--- config.mk ---
export PLATFORM = sky130hd
export DESIGN_NAME = local_interrupt_routing
export DESIGN_NICKNAME = d
export VERILOG_FILES = /design/src/rtl/lir_pkg.sv /design/src/rtl/local_interrupt_routing.sv
export SDC_FILE = /design/constraint.sdc
export NUM_CORES = 1
export LEC_CHECK = 0
export BUFFER_PORTS_ARGS = -buffer_cell sky130_fd_sc_hd__buf_4
export CAP_MARGIN = 0
export CORE_MARGIN = 2
export CORE_UTILIZATION = 54
export DETAILED_ROUTE_END_ITERATION = 10
export PLACE_DENSITY = 0.92
export SETUP_SLACK_MARGIN = 0.1
export SYNTH_ARGS = -nofsm -noshare
export SYNTH_HDL_FRONTEND = slang
export SYNTH_SLANG_ARGS = --single-unit
--- constraint.sdc ---
create_clock -name I_CORE_CLK -period 2.7 [get_ports I_CORE_CLK]
set_input_delay 0.27 -clock I_CORE_CLK [delete_from_list [all_inputs] [get_ports I_CORE_CLK]]
set_output_delay 0.27 -clock I_CORE_CLK [all_outputs]
set_load 0.01 [all_outputs]
--- src/rtl/lir_pkg.sv ---
package lir_pkg;

  // Register bus
  localparam int unsigned WB_AW        = 8;
  localparam logic [7:0]  REG_TIMER    = 8'h00;
  localparam logic [7:0]  REG_PERF     = 8'h04;
  localparam logic [7:0]  REG_CORR     = 8'h08;
  localparam logic [7:0]  REG_PIN0     = 8'h0C;
  localparam logic [7:0]  REG_PIN1     = 8'h10;
  localparam logic [7:0]  REG_BASE_LO  = 8'h14;
  localparam logic [7:0]  REG_BASE_HI  = 8'h18;
  localparam logic [7:0]  REG_LOCAL_ID = 8'h1C;
  localparam logic [7:0]  REG_STATUS   = 8'h20;

  // Source configuration fields
  localparam int unsigned VEC_LSB      = 0;
  localparam int unsigned DT_LSB       = 8;
  localparam int unsigned POL_BIT      = 13;
  localparam int unsigned TRIG_BIT     = 15;
  localparam int unsigned DISCARD_BIT  = 16;
  localparam logic [31:0] CFG_RST      = 32'h0001_0000;
  localparam logic [31:0] SRC_WMASK    = 32'h0001_00FF;
  localparam logic [31:0] PIN_WMASK    = 32'h0001_A7FF;
  localparam logic [31:0] BASE_LO_WMASK = 32'hFFE0_0000;
  localparam logic [31:0] LID_WMASK    = 32'hFFFF_0000;
  localparam int unsigned LID_TGT_LSB  = 16;

  // Delivery types
  localparam logic [2:0]  DT_INT       = 3'h0;
  localparam logic [2:0]  DT_PLAT      = 3'h2;
  localparam logic [2:0]  DT_NMI       = 3'h4;
  localparam logic [2:0]  DT_INIT      = 3'h5;
  localparam logic [2:0]  DT_LEGACY    = 3'h7;

  // Vectors
  localparam logic [7:0]  VEC_ZERO     = 8'h00;
  localparam logic [7:0]  VEC_NMI      = 8'h02;
  localparam logic [7:0]  VEC_EXT_MIN  = 8'h10;
  localparam logic [7:0]  VEC_PLAT_MAX = 8'h03;

  // Interrupt block window
  localparam logic [63:0] BLK_BASE_RST = 64'h0000_0000_FEE0_0000;
  localparam int unsigned BLK_BITS     = 21;
  localparam int unsigned HALF_BIT     = 20;
  localparam logic [20:0] ACK_OFF      = 21'h1E_0000;
  localparam logic [20:0] HINT_OFF     = 21'h1E_0008;
  localparam int unsigned TGT_LSB      = 4;
  localparam int unsigned LB_BIT       = 3;
  localparam logic [3:0]  SIZE_BYTE    = 4'h1;
  localparam logic [3:0]  SIZE_DWORD   = 4'h8;

  // Sources
  localparam int unsigned NPIN         = 2;
  localparam int unsigned NSRC         = 6;
  localparam int unsigned SRC_TIMER    = 2;
  localparam int unsigned SRC_PERF     = 3;
  localparam int unsigned SRC_CORR     = 4;
  localparam int unsigned SRC_RX       = 5;

  typedef struct packed {
    logic        valid;
    logic        we;
    logic [63:0] addr;
    logic [3:0]  size;
    logic [63:0] data;
  } acc_t;

  typedef struct packed {
    logic        valid;
    logic [15:0] target;
    logic        lb;
    logic [7:0]  vector;
    logic [2:0]  dtype;
  } msg_t;

  typedef struct packed {
    logic        valid;
    logic [7:0]  vector;
    logic [2:0]  dtype;
  } pend_t;

  typedef struct packed {
    logic        valid;
    logic [7:0]  data;
  } hint_t;

endpackage

--- src/rtl/local_interrupt_routing.sv ---
// Behaviour
// Timer vector low byte; valid 0,2,16-255
// Timer discard bit drops occurrences
// Perf overflow vector and discard bit
// Corrected error vector and discard bit
// Two pins, each with routing register
// Pin vector used only for plain delivery
// Delivery 000 vector, 010 platform-management zero
// Delivery 100 NMI, 101 init, 111 legacy
// Polarity bit selects active-low pin
// Edge mode: assertion edge pends interrupt
// Level mode: deassertion withdraws pending interrupt
// Software avoids level with platform-management or init
// Pin discard bit drops events
// Relocatable aligned 2 MByte block, reset base
// Aligned 8-byte low-half store sends message
// Only aligned 8-byte uncached stores below
// Upper half: single-byte uncached data only
// Byte at ack and hint offsets start cycles
// Misaligned message store raises fault
// Address bits 19:4 name target
// Address bit 3 forwarded as load balance
// Software gives valid target, lb support
// Message vector and delivery type fields
// Message 100/101/111 ignore vector
// Incoming message matching own name pends
// Message data bits above 10 ignored
// Surviving event presented within one cycle; O_PEND.valid here rises two cycles after the event
// Pins pass two-stage synchroniser first
//
// Decided for this implementation: the register offsets and the Wishbone slave port.
module local_interrupt_routing
  import lir_pkg::*;
#(
  parameter logic [63:0] BLK_BASE = BLK_BASE_RST
) (
  // Clock and reset
  input  wire logic             I_CORE_CLK,
  input  wire logic             I_RST_N,
  // Wishbone slave
  input  wire logic             I_WB_CYC,
  input  wire logic             I_WB_STB,
  input  wire logic             I_WB_WE,
  input  wire logic [WB_AW-1:0] I_WB_ADR,
  input  wire logic [3:0]       I_WB_SEL,
  input  wire logic [31:0]      I_WB_DAT,
  output logic      [31:0]      O_WB_DAT,
  output logic                  O_WB_ACK,
  // Local sources
  input  wire logic             I_TIMER_EVT,
  input  wire logic             I_PERF_OVF_EVT,
  input  wire logic             I_CORR_ERR_EVT,
  input  wire logic             I_LOCAL_PIN_ZERO,
  input  wire logic             I_LOCAL_PIN_ONE,
  // Core accesses to the interrupt block
  input  wire acc_t             I_ACC,
  output logic                  O_FAULT,
  // System bus side
  output msg_t                  O_MSG,
  output logic                  O_ACK_CYC,
  output hint_t                 O_HINT,
  input  wire msg_t             I_RX,
  // Pending-interrupt logic
  output pend_t                 O_PEND,
  output pend_t                 O_WITHDRAW
);

  if (BLK_BASE[BLK_BITS-1:0] != '0) begin : g_base_chk
    $error("block base must be aligned to the block size");
  end

  ////////////////////////////////////////////////////////////////////////////
  function automatic logic vec_ok(input logic [7:0] v);
    return (v == VEC_ZERO) || (v == VEC_NMI) || (v >= VEC_EXT_MIN);
  endfunction

  // Pins route by delivery type; other local sources always deliver plainly
  function automatic pend_t resolve(input logic [7:0] v, input logic [2:0] dt,
                                    input logic level, input logic is_msg);
    pend_t r;
    r.valid  = 1'b1;
    r.vector = VEC_ZERO;
    r.dtype  = dt;
    case (dt)
      DT_INT: begin
        r.vector = v;
        r.valid  = vec_ok(v);
      end
      DT_PLAT: begin
        r.vector = is_msg ? v : VEC_ZERO;
        r.valid  = !level && (!is_msg || v <= VEC_PLAT_MAX);
      end
      DT_NMI:    r.vector = VEC_NMI;
      DT_INIT:   r.valid  = !level;
      DT_LEGACY: r.vector = VEC_ZERO;
      default:   r.valid  = 1'b0;
    endcase
    return r;
  endfunction

  function automatic logic [31:0] wr(input logic [31:0] old, input logic [31:0] nw,
                                     input logic [3:0] sel, input logic [31:0] m);
    logic [31:0] be;
    be = {{8{sel[3]}}, {8{sel[2]}}, {8{sel[1]}}, {8{sel[0]}}} & m;
    return (old & ~be) | (nw & be);
  endfunction

  ////////////////////////////////////////////////////////////////////////////
  // Registers
  logic [31:0]      cfg_q [NSRC-1];
  logic [63:0]      base_q;
  logic [31:0]      lid_q;
  logic [NSRC-1:0]  slot_q;
  logic [7:0]       slot_vec_q [NSRC];
  logic [2:0]       slot_dt_q [NSRC];
  logic [NPIN-1:0]  pin_act;
  logic             wb_req;
  logic             wb_wr;

  assign wb_req = I_WB_CYC && I_WB_STB && !O_WB_ACK;
  assign wb_wr  = wb_req && I_WB_WE;

  always_ff @(posedge I_CORE_CLK or negedge I_RST_N) begin
    if (!I_RST_N) begin
      O_WB_ACK <= 1'b0;
    end else begin
      O_WB_ACK <= wb_req;
    end
  end

  always_ff @(posedge I_CORE_CLK or negedge I_RST_N) begin
    if (!I_RST_N) begin
      for (int i = 0; i < NSRC - 1; i++) begin
        cfg_q[i] <= CFG_RST;
      end
      base_q <= BLK_BASE;
      lid_q  <= '0;
    end else if (wb_wr) begin
      case (I_WB_ADR)
        REG_TIMER:    cfg_q[SRC_TIMER] <= wr(cfg_q[SRC_TIMER], I_WB_DAT, I_WB_SEL, SRC_WMASK);
        REG_PERF:     cfg_q[SRC_PERF] <= wr(cfg_q[SRC_PERF], I_WB_DAT, I_WB_SEL, SRC_WMASK);
        REG_CORR:     cfg_q[SRC_CORR] <= wr(cfg_q[SRC_CORR], I_WB_DAT, I_WB_SEL, SRC_WMASK);
        REG_PIN0:     cfg_q[0] <= wr(cfg_q[0], I_WB_DAT, I_WB_SEL, PIN_WMASK);
        REG_PIN1:     cfg_q[1] <= wr(cfg_q[1], I_WB_DAT, I_WB_SEL, PIN_WMASK);
        // Low 21 base bits are not writable, so the block stays aligned
        REG_BASE_LO:  base_q[31:0] <= wr(base_q[31:0], I_WB_DAT, I_WB_SEL, BASE_LO_WMASK);
        REG_BASE_HI:  base_q[63:32] <= wr(base_q[63:32], I_WB_DAT, I_WB_SEL, '1);
        REG_LOCAL_ID: lid_q <= wr(lid_q, I_WB_DAT, I_WB_SEL, LID_WMASK);
        default: ;
      endcase
    end
  end

  // Unmapped addresses are acknowledged and read as zero
  always_ff @(posedge I_CORE_CLK or negedge I_RST_N) begin
    if (!I_RST_N) begin
      O_WB_DAT <= '0;
    end else if (wb_req && !I_WB_WE) begin
      case (I_WB_ADR)
        REG_TIMER:    O_WB_DAT <= cfg_q[SRC_TIMER];
        REG_PERF:     O_WB_DAT <= cfg_q[SRC_PERF];
        REG_CORR:     O_WB_DAT <= cfg_q[SRC_CORR];
        REG_PIN0:     O_WB_DAT <= cfg_q[0];
        REG_PIN1:     O_WB_DAT <= cfg_q[1];
        REG_BASE_LO:  O_WB_DAT <= base_q[31:0];
        REG_BASE_HI:  O_WB_DAT <= base_q[63:32];
        REG_LOCAL_ID: O_WB_DAT <= lid_q;
        REG_STATUS:   O_WB_DAT <= {24'h00_0000, slot_q, pin_act};
        default:      O_WB_DAT <= '0;
      endcase
    end
  end

  ////////////////////////////////////////////////////////////////////////////
  // Pins
  logic [NPIN-1:0]  pin_raw;
  logic [1:0]       sync_q [NPIN];
  logic [NPIN-1:0]  act_q;
  logic [NPIN-1:0]  pin_rise;
  logic [NPIN-1:0]  pin_fall;
  logic [NPIN-1:0]  lvl_q;
  logic [7:0]       lvl_vec_q [NPIN];
  logic [2:0]       lvl_dt_q [NPIN];
  logic [NPIN-1:0]  wd_q;

  assign pin_raw = {I_LOCAL_PIN_ONE, I_LOCAL_PIN_ZERO};

  for (genvar p = 0; p < NPIN; p++) begin : g_pin
    always_ff @(posedge I_CORE_CLK or negedge I_RST_N) begin
      if (!I_RST_N) begin
        sync_q[p] <= 2'h0;
        act_q[p]  <= 1'b0;
      end else begin
        sync_q[p] <= {sync_q[p][0], pin_raw[p]};
        act_q[p]  <= pin_act[p];
      end
    end
    assign pin_act[p]  = sync_q[p][1] ^ cfg_q[p][POL_BIT];
    assign pin_rise[p] = pin_act[p] && !act_q[p];
    assign pin_fall[p] = !pin_act[p] && act_q[p];
  end

  ////////////////////////////////////////////////////////////////////////////
  // Event resolution
  logic [NSRC-1:0]  evt;
  pend_t            res [NSRC];
  logic [NSRC-1:0]  set;
  logic [NPIN-1:0]  wd_set;
  logic [NSRC-1:0]  cancel;
  logic             rx_match;

  assign evt = {I_RX.valid, I_CORR_ERR_EVT, I_PERF_OVF_EVT, I_TIMER_EVT, pin_rise};
  // Only the name fields are compared; data bits above the type are dropped
  assign rx_match = I_RX.target == lid_q[LID_TGT_LSB +: 16];

  always_comb begin
    for (int s = 0; s < NPIN; s++) begin
      res[s] = resolve(cfg_q[s][VEC_LSB +: 8], cfg_q[s][DT_LSB +: 3],
                       cfg_q[s][TRIG_BIT], 1'b0);
      set[s] = evt[s] && res[s].valid && !cfg_q[s][DISCARD_BIT];
      wd_set[s] = pin_fall[s] && cfg_q[s][TRIG_BIT] && lvl_q[s] && !slot_q[s];
      cancel[s] = pin_fall[s] && cfg_q[s][TRIG_BIT];
    end
    for (int s = SRC_TIMER; s <= SRC_CORR; s++) begin
      res[s] = resolve(cfg_q[s][VEC_LSB +: 8], DT_INT, 1'b0, 1'b0);
      set[s] = evt[s] && res[s].valid && !cfg_q[s][DISCARD_BIT];
      cancel[s] = 1'b0;
    end
    res[SRC_RX] = resolve(I_RX.vector, I_RX.dtype, 1'b0, 1'b1);
    set[SRC_RX] = evt[SRC_RX] && rx_match && res[SRC_RX].valid;
    cancel[SRC_RX] = 1'b0;
  end

  ////////////////////////////////////////////////////////////////////////////
  // Pending slots: lowest index first, a new event beats the grant clear
  logic [NSRC-1:0]  grant;
  logic [NPIN-1:0]  wd_grant;

  always_comb begin
    grant = '0;
    for (int s = NSRC - 1; s >= 0; s--) begin
      if (slot_q[s]) begin
        grant = '0;
        grant[s] = 1'b1;
      end
    end
    wd_grant = '0;
    for (int s = NPIN - 1; s >= 0; s--) begin
      if (wd_q[s]) begin
        wd_grant = '0;
        wd_grant[s] = 1'b1;
      end
    end
  end

  always_ff @(posedge I_CORE_CLK or negedge I_RST_N) begin
    if (!I_RST_N) begin
      slot_q <= '0;
      for (int s = 0; s < NSRC; s++) begin
        slot_vec_q[s] <= VEC_ZERO;
        slot_dt_q[s]  <= DT_INT;
      end
    end else begin
      for (int s = 0; s < NSRC; s++) begin
        if (set[s]) begin
          slot_q[s]     <= 1'b1;
          slot_vec_q[s] <= res[s].vector;
          slot_dt_q[s]  <= res[s].dtype;
        end else if (grant[s] || cancel[s]) begin
          slot_q[s] <= 1'b0;
        end
      end
    end
  end

  always_ff @(posedge I_CORE_CLK or negedge I_RST_N) begin
    if (!I_RST_N) begin
      O_PEND <= '0;
    end else begin
      O_PEND.valid <= |slot_q;
      O_PEND.vector <= VEC_ZERO;
      O_PEND.dtype <= DT_INT;
      for (int s = 0; s < NSRC; s++) begin
        if (grant[s]) begin
          O_PEND.vector <= slot_vec_q[s];
          O_PEND.dtype  <= slot_dt_q[s];
        end
      end
    end
  end

  // Level records let a deassertion withdraw what was already handed out
  always_ff @(posedge I_CORE_CLK or negedge I_RST_N) begin
    if (!I_RST_N) begin
      lvl_q <= '0;
      wd_q  <= '0;
      for (int s = 0; s < NPIN; s++) begin
        lvl_vec_q[s] <= VEC_ZERO;
        lvl_dt_q[s]  <= DT_INT;
      end
    end else begin
      for (int s = 0; s < NPIN; s++) begin
        if (set[s] && cfg_q[s][TRIG_BIT]) begin
          lvl_q[s]     <= 1'b1;
          lvl_vec_q[s] <= res[s].vector;
          lvl_dt_q[s]  <= res[s].dtype;
        end else if (pin_fall[s]) begin
          lvl_q[s] <= 1'b0;
        end
        if (wd_set[s]) begin
          wd_q[s] <= 1'b1;
        end else if (wd_grant[s]) begin
          wd_q[s] <= 1'b0;
        end
      end
    end
  end

  always_ff @(posedge I_CORE_CLK or negedge I_RST_N) begin
    if (!I_RST_N) begin
      O_WITHDRAW <= '0;
    end else begin
      O_WITHDRAW.valid <= |wd_q;
      O_WITHDRAW.vector <= VEC_ZERO;
      O_WITHDRAW.dtype <= DT_INT;
      for (int s = 0; s < NPIN; s++) begin
        if (wd_grant[s]) begin
          O_WITHDRAW.vector <= lvl_vec_q[s];
          O_WITHDRAW.dtype  <= lvl_dt_q[s];
        end
      end
    end
  end

  ////////////////////////////////////////////////////////////////////////////
  // Interrupt block decode
  logic        in_blk;
  logic [20:0] blk_off;
  logic        lo_half;
  logic        msg_ok;
  logic        msg_bad;
  logic        ack_hit;
  logic        hint_hit;

  assign in_blk   = I_ACC.valid && I_ACC.addr[63:BLK_BITS] == base_q[63:BLK_BITS];
  assign blk_off  = I_ACC.addr[BLK_BITS-1:0];
  assign lo_half  = !blk_off[HALF_BIT];
  assign msg_ok   = in_blk && lo_half && I_ACC.we && I_ACC.size == SIZE_DWORD
                    && I_ACC.addr[2:0] == 3'h0;
  assign msg_bad  = in_blk && lo_half && I_ACC.we && !msg_ok;
  assign ack_hit  = in_blk && !lo_half && I_ACC.size == SIZE_BYTE && blk_off == ACK_OFF;
  assign hint_hit = in_blk && !lo_half && I_ACC.size == SIZE_BYTE && I_ACC.we
                    && blk_off == HINT_OFF;

  always_ff @(posedge I_CORE_CLK or negedge I_RST_N) begin
    if (!I_RST_N) begin
      O_MSG <= '0;
    end else begin
      O_MSG.valid  <= msg_ok;
      O_MSG.target <= I_ACC.addr[TGT_LSB +: 16];
      O_MSG.lb     <= I_ACC.addr[LB_BIT];
      O_MSG.vector <= I_ACC.data[VEC_LSB +: 8];
      O_MSG.dtype  <= I_ACC.data[DT_LSB +: 3];
    end
  end

  always_ff @(posedge I_CORE_CLK or negedge I_RST_N) begin
    if (!I_RST_N) begin
      O_FAULT   <= 1'b0;
      O_ACK_CYC <= 1'b0;
      O_HINT    <= '0;
    end else begin
      O_FAULT     <= msg_bad;
      O_ACK_CYC   <= ack_hit;
      O_HINT.valid <= hint_hit;
      O_HINT.data  <= I_ACC.data[7:0];
    end
  end
endmodule

==> metrics.csv <==
metric,value,unit
status,"complete, no violations",
# port buffers,259,
sw frac,0.2340,
crit path DAT,2.87,ns
DPL Wire Length,28.08,mm
crit share post-route,0.9028,
Sequential Power Share,0.469,
clock share of power,0.455,
Layout Nets,1584,
Placer Congestion,0.9776,
Final WS setup,0.2624,ns
# clock sinks,298,
post-synthesis average cell area,12.53,µm²
CTS H-tree lvls,1,
area grow syn2layout,30.90,%
Syn Inst Count,1037,
leakage,8.364,nW
CTS buffer count,30,
Final min period,2.438,ns
Startpoint Class,register,
Top Ports,314,
First DRT Iteration DRCs,1805,
reg2reg path depth,6,
die area,25320,µm²
core area,23540,µm²
"Hold Vio Cnt, Final",0,
Hold WC Path Type,in -> reg,
Max VDD drop,0.0004215,V
Root Buffer,clkbuf_16,
Comb power frac,0.076,
post-synth cell types,59,
Synth area leader,dfrtp_1,
drt pass-1 iters,8,
cts hold-fix bufs,62,
RSZ-0062 raised after global routing,false,
"top cells by area, synth","dfrtp_1 55%, mux2_2 16%, nand2_1 3.4%, dfstp_2 3.0%, xnor2_1 3.0%",
DRT Wirelength,45.50,mm
number of flops mapped to enable cells by yosys,0,
global-route wire length before repair,69.66,mm
MaxCap Viol Count,0,
Switch Pwr,2.281,mW
post-synthesis register bit count,298,
initial antenna violation count,2,
vias post-DR,11140,
crit path max fanout,8,
layout cells sized above 1,0.4055,
Total Routing Usage GR,0.3566,
Initial Utilization,0.5519,
PwrDens,573.3,nW/µm²
most used flip-flop cell after synthesis,dfrtp_1,
async set-or-reset flop fraction in the synthesized netlist,1.000,
final max-slew violation count,0,
Clock Skews,0.01762,ns
CTS tree,yes,
drc violations,0,
pre-CTS WS,-0.06886,ns
Worst Path Required,3.13,ns
remaining antenna violation count,0,
# Post-CTS Setup Buffers,0,
synthesized area,12990,µm²
slew margin rel.,0.5269,
Clock Tree Buf Depth,3,
Internal,7.470,mW
largest net degree at the start of global routing,75,
Vias/cell,6.509,
Final Util,0.7225,
global route overflow,0,
setup violators final,0,
clk slew on worst S/H paths,0.07,ns
"Clk Latency, worst-skew pair",0.57,ns
Yosys top cell area share,0.5450,
die height,159.1,µm
hold path depth,3,
WL/cell,26.58,µm
vias in the first global route,11540,
Post-Syn Nets,1254,
Site Rows,56,
CTS resizes,0,
Achievable Freq,410.2,MHz
register area share after synthesis,0.5753,
Worst-Margin Slew,0.7079,ns
Crit. End Element,register,
die width,159.1,µm
Crit Path Category,reg -> reg,
Synth Warn #,0,
-- logic make-up (layout without fill, tap and decap cells) --
family / count (synthesis) / count (layout) / share of synthesized area
other: 0 / 2 / 0
AO/OA/AOI/OAI: 148 / 148 / 0.07915
multiplexers: 198 / 198 / 0.1711
XOR/XNOR: 63 / 63 / 0.04247
flip-flops: 298 / 298 / 0.5753
buffers and inverters: 68 / 422 / 0.02648
AND/OR/NAND/NOR: 262 / 262 / 0.1054
-- synthesized netlist by cell type, types with 3 or more instances --
| cell | count |
|---|---|
| nor4_1 | 11 |
| buf_4 | 13 |
| a221o_1 | 3 |
| nor3_1 | 18 |
| nand4_1 | 14 |
| or4_1 | 6 |
| a211oi_1 | 5 |
| a22oi_1 | 34 |
| o21ai_0 | 46 |
| a222oi_1 | 16 |
| buf_2 | 8 |
| xnor2_1 | 45 |
| buf_6 | 4 |
| nand2_1 | 117 |
| mux2_2 | 185 |
| a22o_1 | 9 |
| a21oi_1 | 3 |
| a31oi_1 | 4 |
| or3_1 | 4 |
| o31ai_1 | 3 |
| o22ai_1 | 13 |
| nand3b_1 | 5 |
| nand2_2 | 7 |
| nor3b_1 | 3 |
| inv_1 | 14 |
| xor2_1 | 18 |
| nand3_1 | 9 |
| nor2b_1 | 6 |
| dfstp_2 | 15 |
| a21o_1 | 3 |
| nor2_1 | 21 |
| clkbuf_1 | 29 |
| mux2i_1 | 11 |
| dfrtp_1 | 283 |
| and2_1 | 17 |
-- worst paths after layout --
kind                                     start                   endpoint  slack [ns]
min in group asynchronous              I_RST_N                  async pin        0.34
max in group asynchronous              I_RST_N        O_HINT[2]$_DFF_PN0_        1.47
hold reg to reg            sync_q[0]$_DFF_PN0_        sync_q[1]$_DFF_PN0_        0.37
setup reg to reg                      register  slot_vec_q[5]$_DFFE_PN0P_        0.26
setup / recovery                      register  slot_vec_q[5]$_DFFE_PN0P_        0.26
hold / removal                         I_RX[7]  slot_vec_q[4]$_DFFE_PN0P_        0.01
-- final cells by class --
| class | count | area [µm²] |
|---|---|---|
| fillers | 1371 | 6534 |
| diodes | 2 | 5.005 |
| flip-flops and latches | 298 | 7476 |
| inverters | 14 | 52.55 |
| repair buffers | 352 | 2850 |
| clock buffers | 48 | 949.7 |
| well taps | 319 | 399.1 |
| clock inverters | 8 | 93.84 |
| multi-input cells | 671 | 5182 |
-- routing by layer --
metal | wire length, µm | global-route usage | vias up
met5 | 0 | 0 | -
met4 | 3160 | 0.1913 | 0
met3 | 4994 | 0.09013 | 294
met2 | 21510 | 0.5779 | 939
met1 | 15840 | 0.4430 | 5513
li1 | - | - | 4398
-- metrics by stage --
step | std cells | area, µm² | hold slack, ns | setup TNS [ns] | power [mW]
floorplan | 1037 | 12990 | -0.02559 | 0 | 4.833
global placement | 1591 | 15320 | 0.2741 | -1.070 | 5.256
detailed placement | 1591 | 15320 | 0.2792 | -0.4285 | 5.277
CTS | 1709 | 16990 | 0.001413 | 0 | 9.662
global route | 1711 | 17010 | 0.01508 | 0 | 9.973
finish | 1712 | 17010 | 0.01227 | 0 | 9.751
-- critical path: stages (launching register included) --
cell and delay (ns):
dfrtp_1 0.42, xor2_1 0.18, nor4_1 0.41, nand3_1 0.32, or3b_1 0.60, buf_4 0.25, mux2i_1 0.13
-- cells in the final DEF (no fill, tap or decap), drive strengths merged, types with 6 or more instances in the layout --
cell type / n
nor2b: 7
buf: 290
a22oi: 34
inv: 15
o21ai: 48
nand4: 14
a222oi: 16
and2: 18
dfstp: 15
o22ai: 13
nor2: 22
or4: 6
dfrtp: 283
xnor2: 45
clkbuf: 48
dlygate4sd3: 62
xor2: 18
nor3: 19
nor4: 11
nand3: 9
a22o: 9
mux2: 187
nand2: 125
mux2i: 11
-- power groups by stage --
stage	Sequential (mW)	Combinational, mW	Clock, mW
after global placement	4.64	0.616	0
after floorplan	4.64	0.193	0
after detailed placement	4.64	0.632	0
final	4.57	0.745	4.44
after global routing	4.57	0.787	4.62
after CTS	4.56	0.719	4.38
Power figures use the tool's default switching activity.
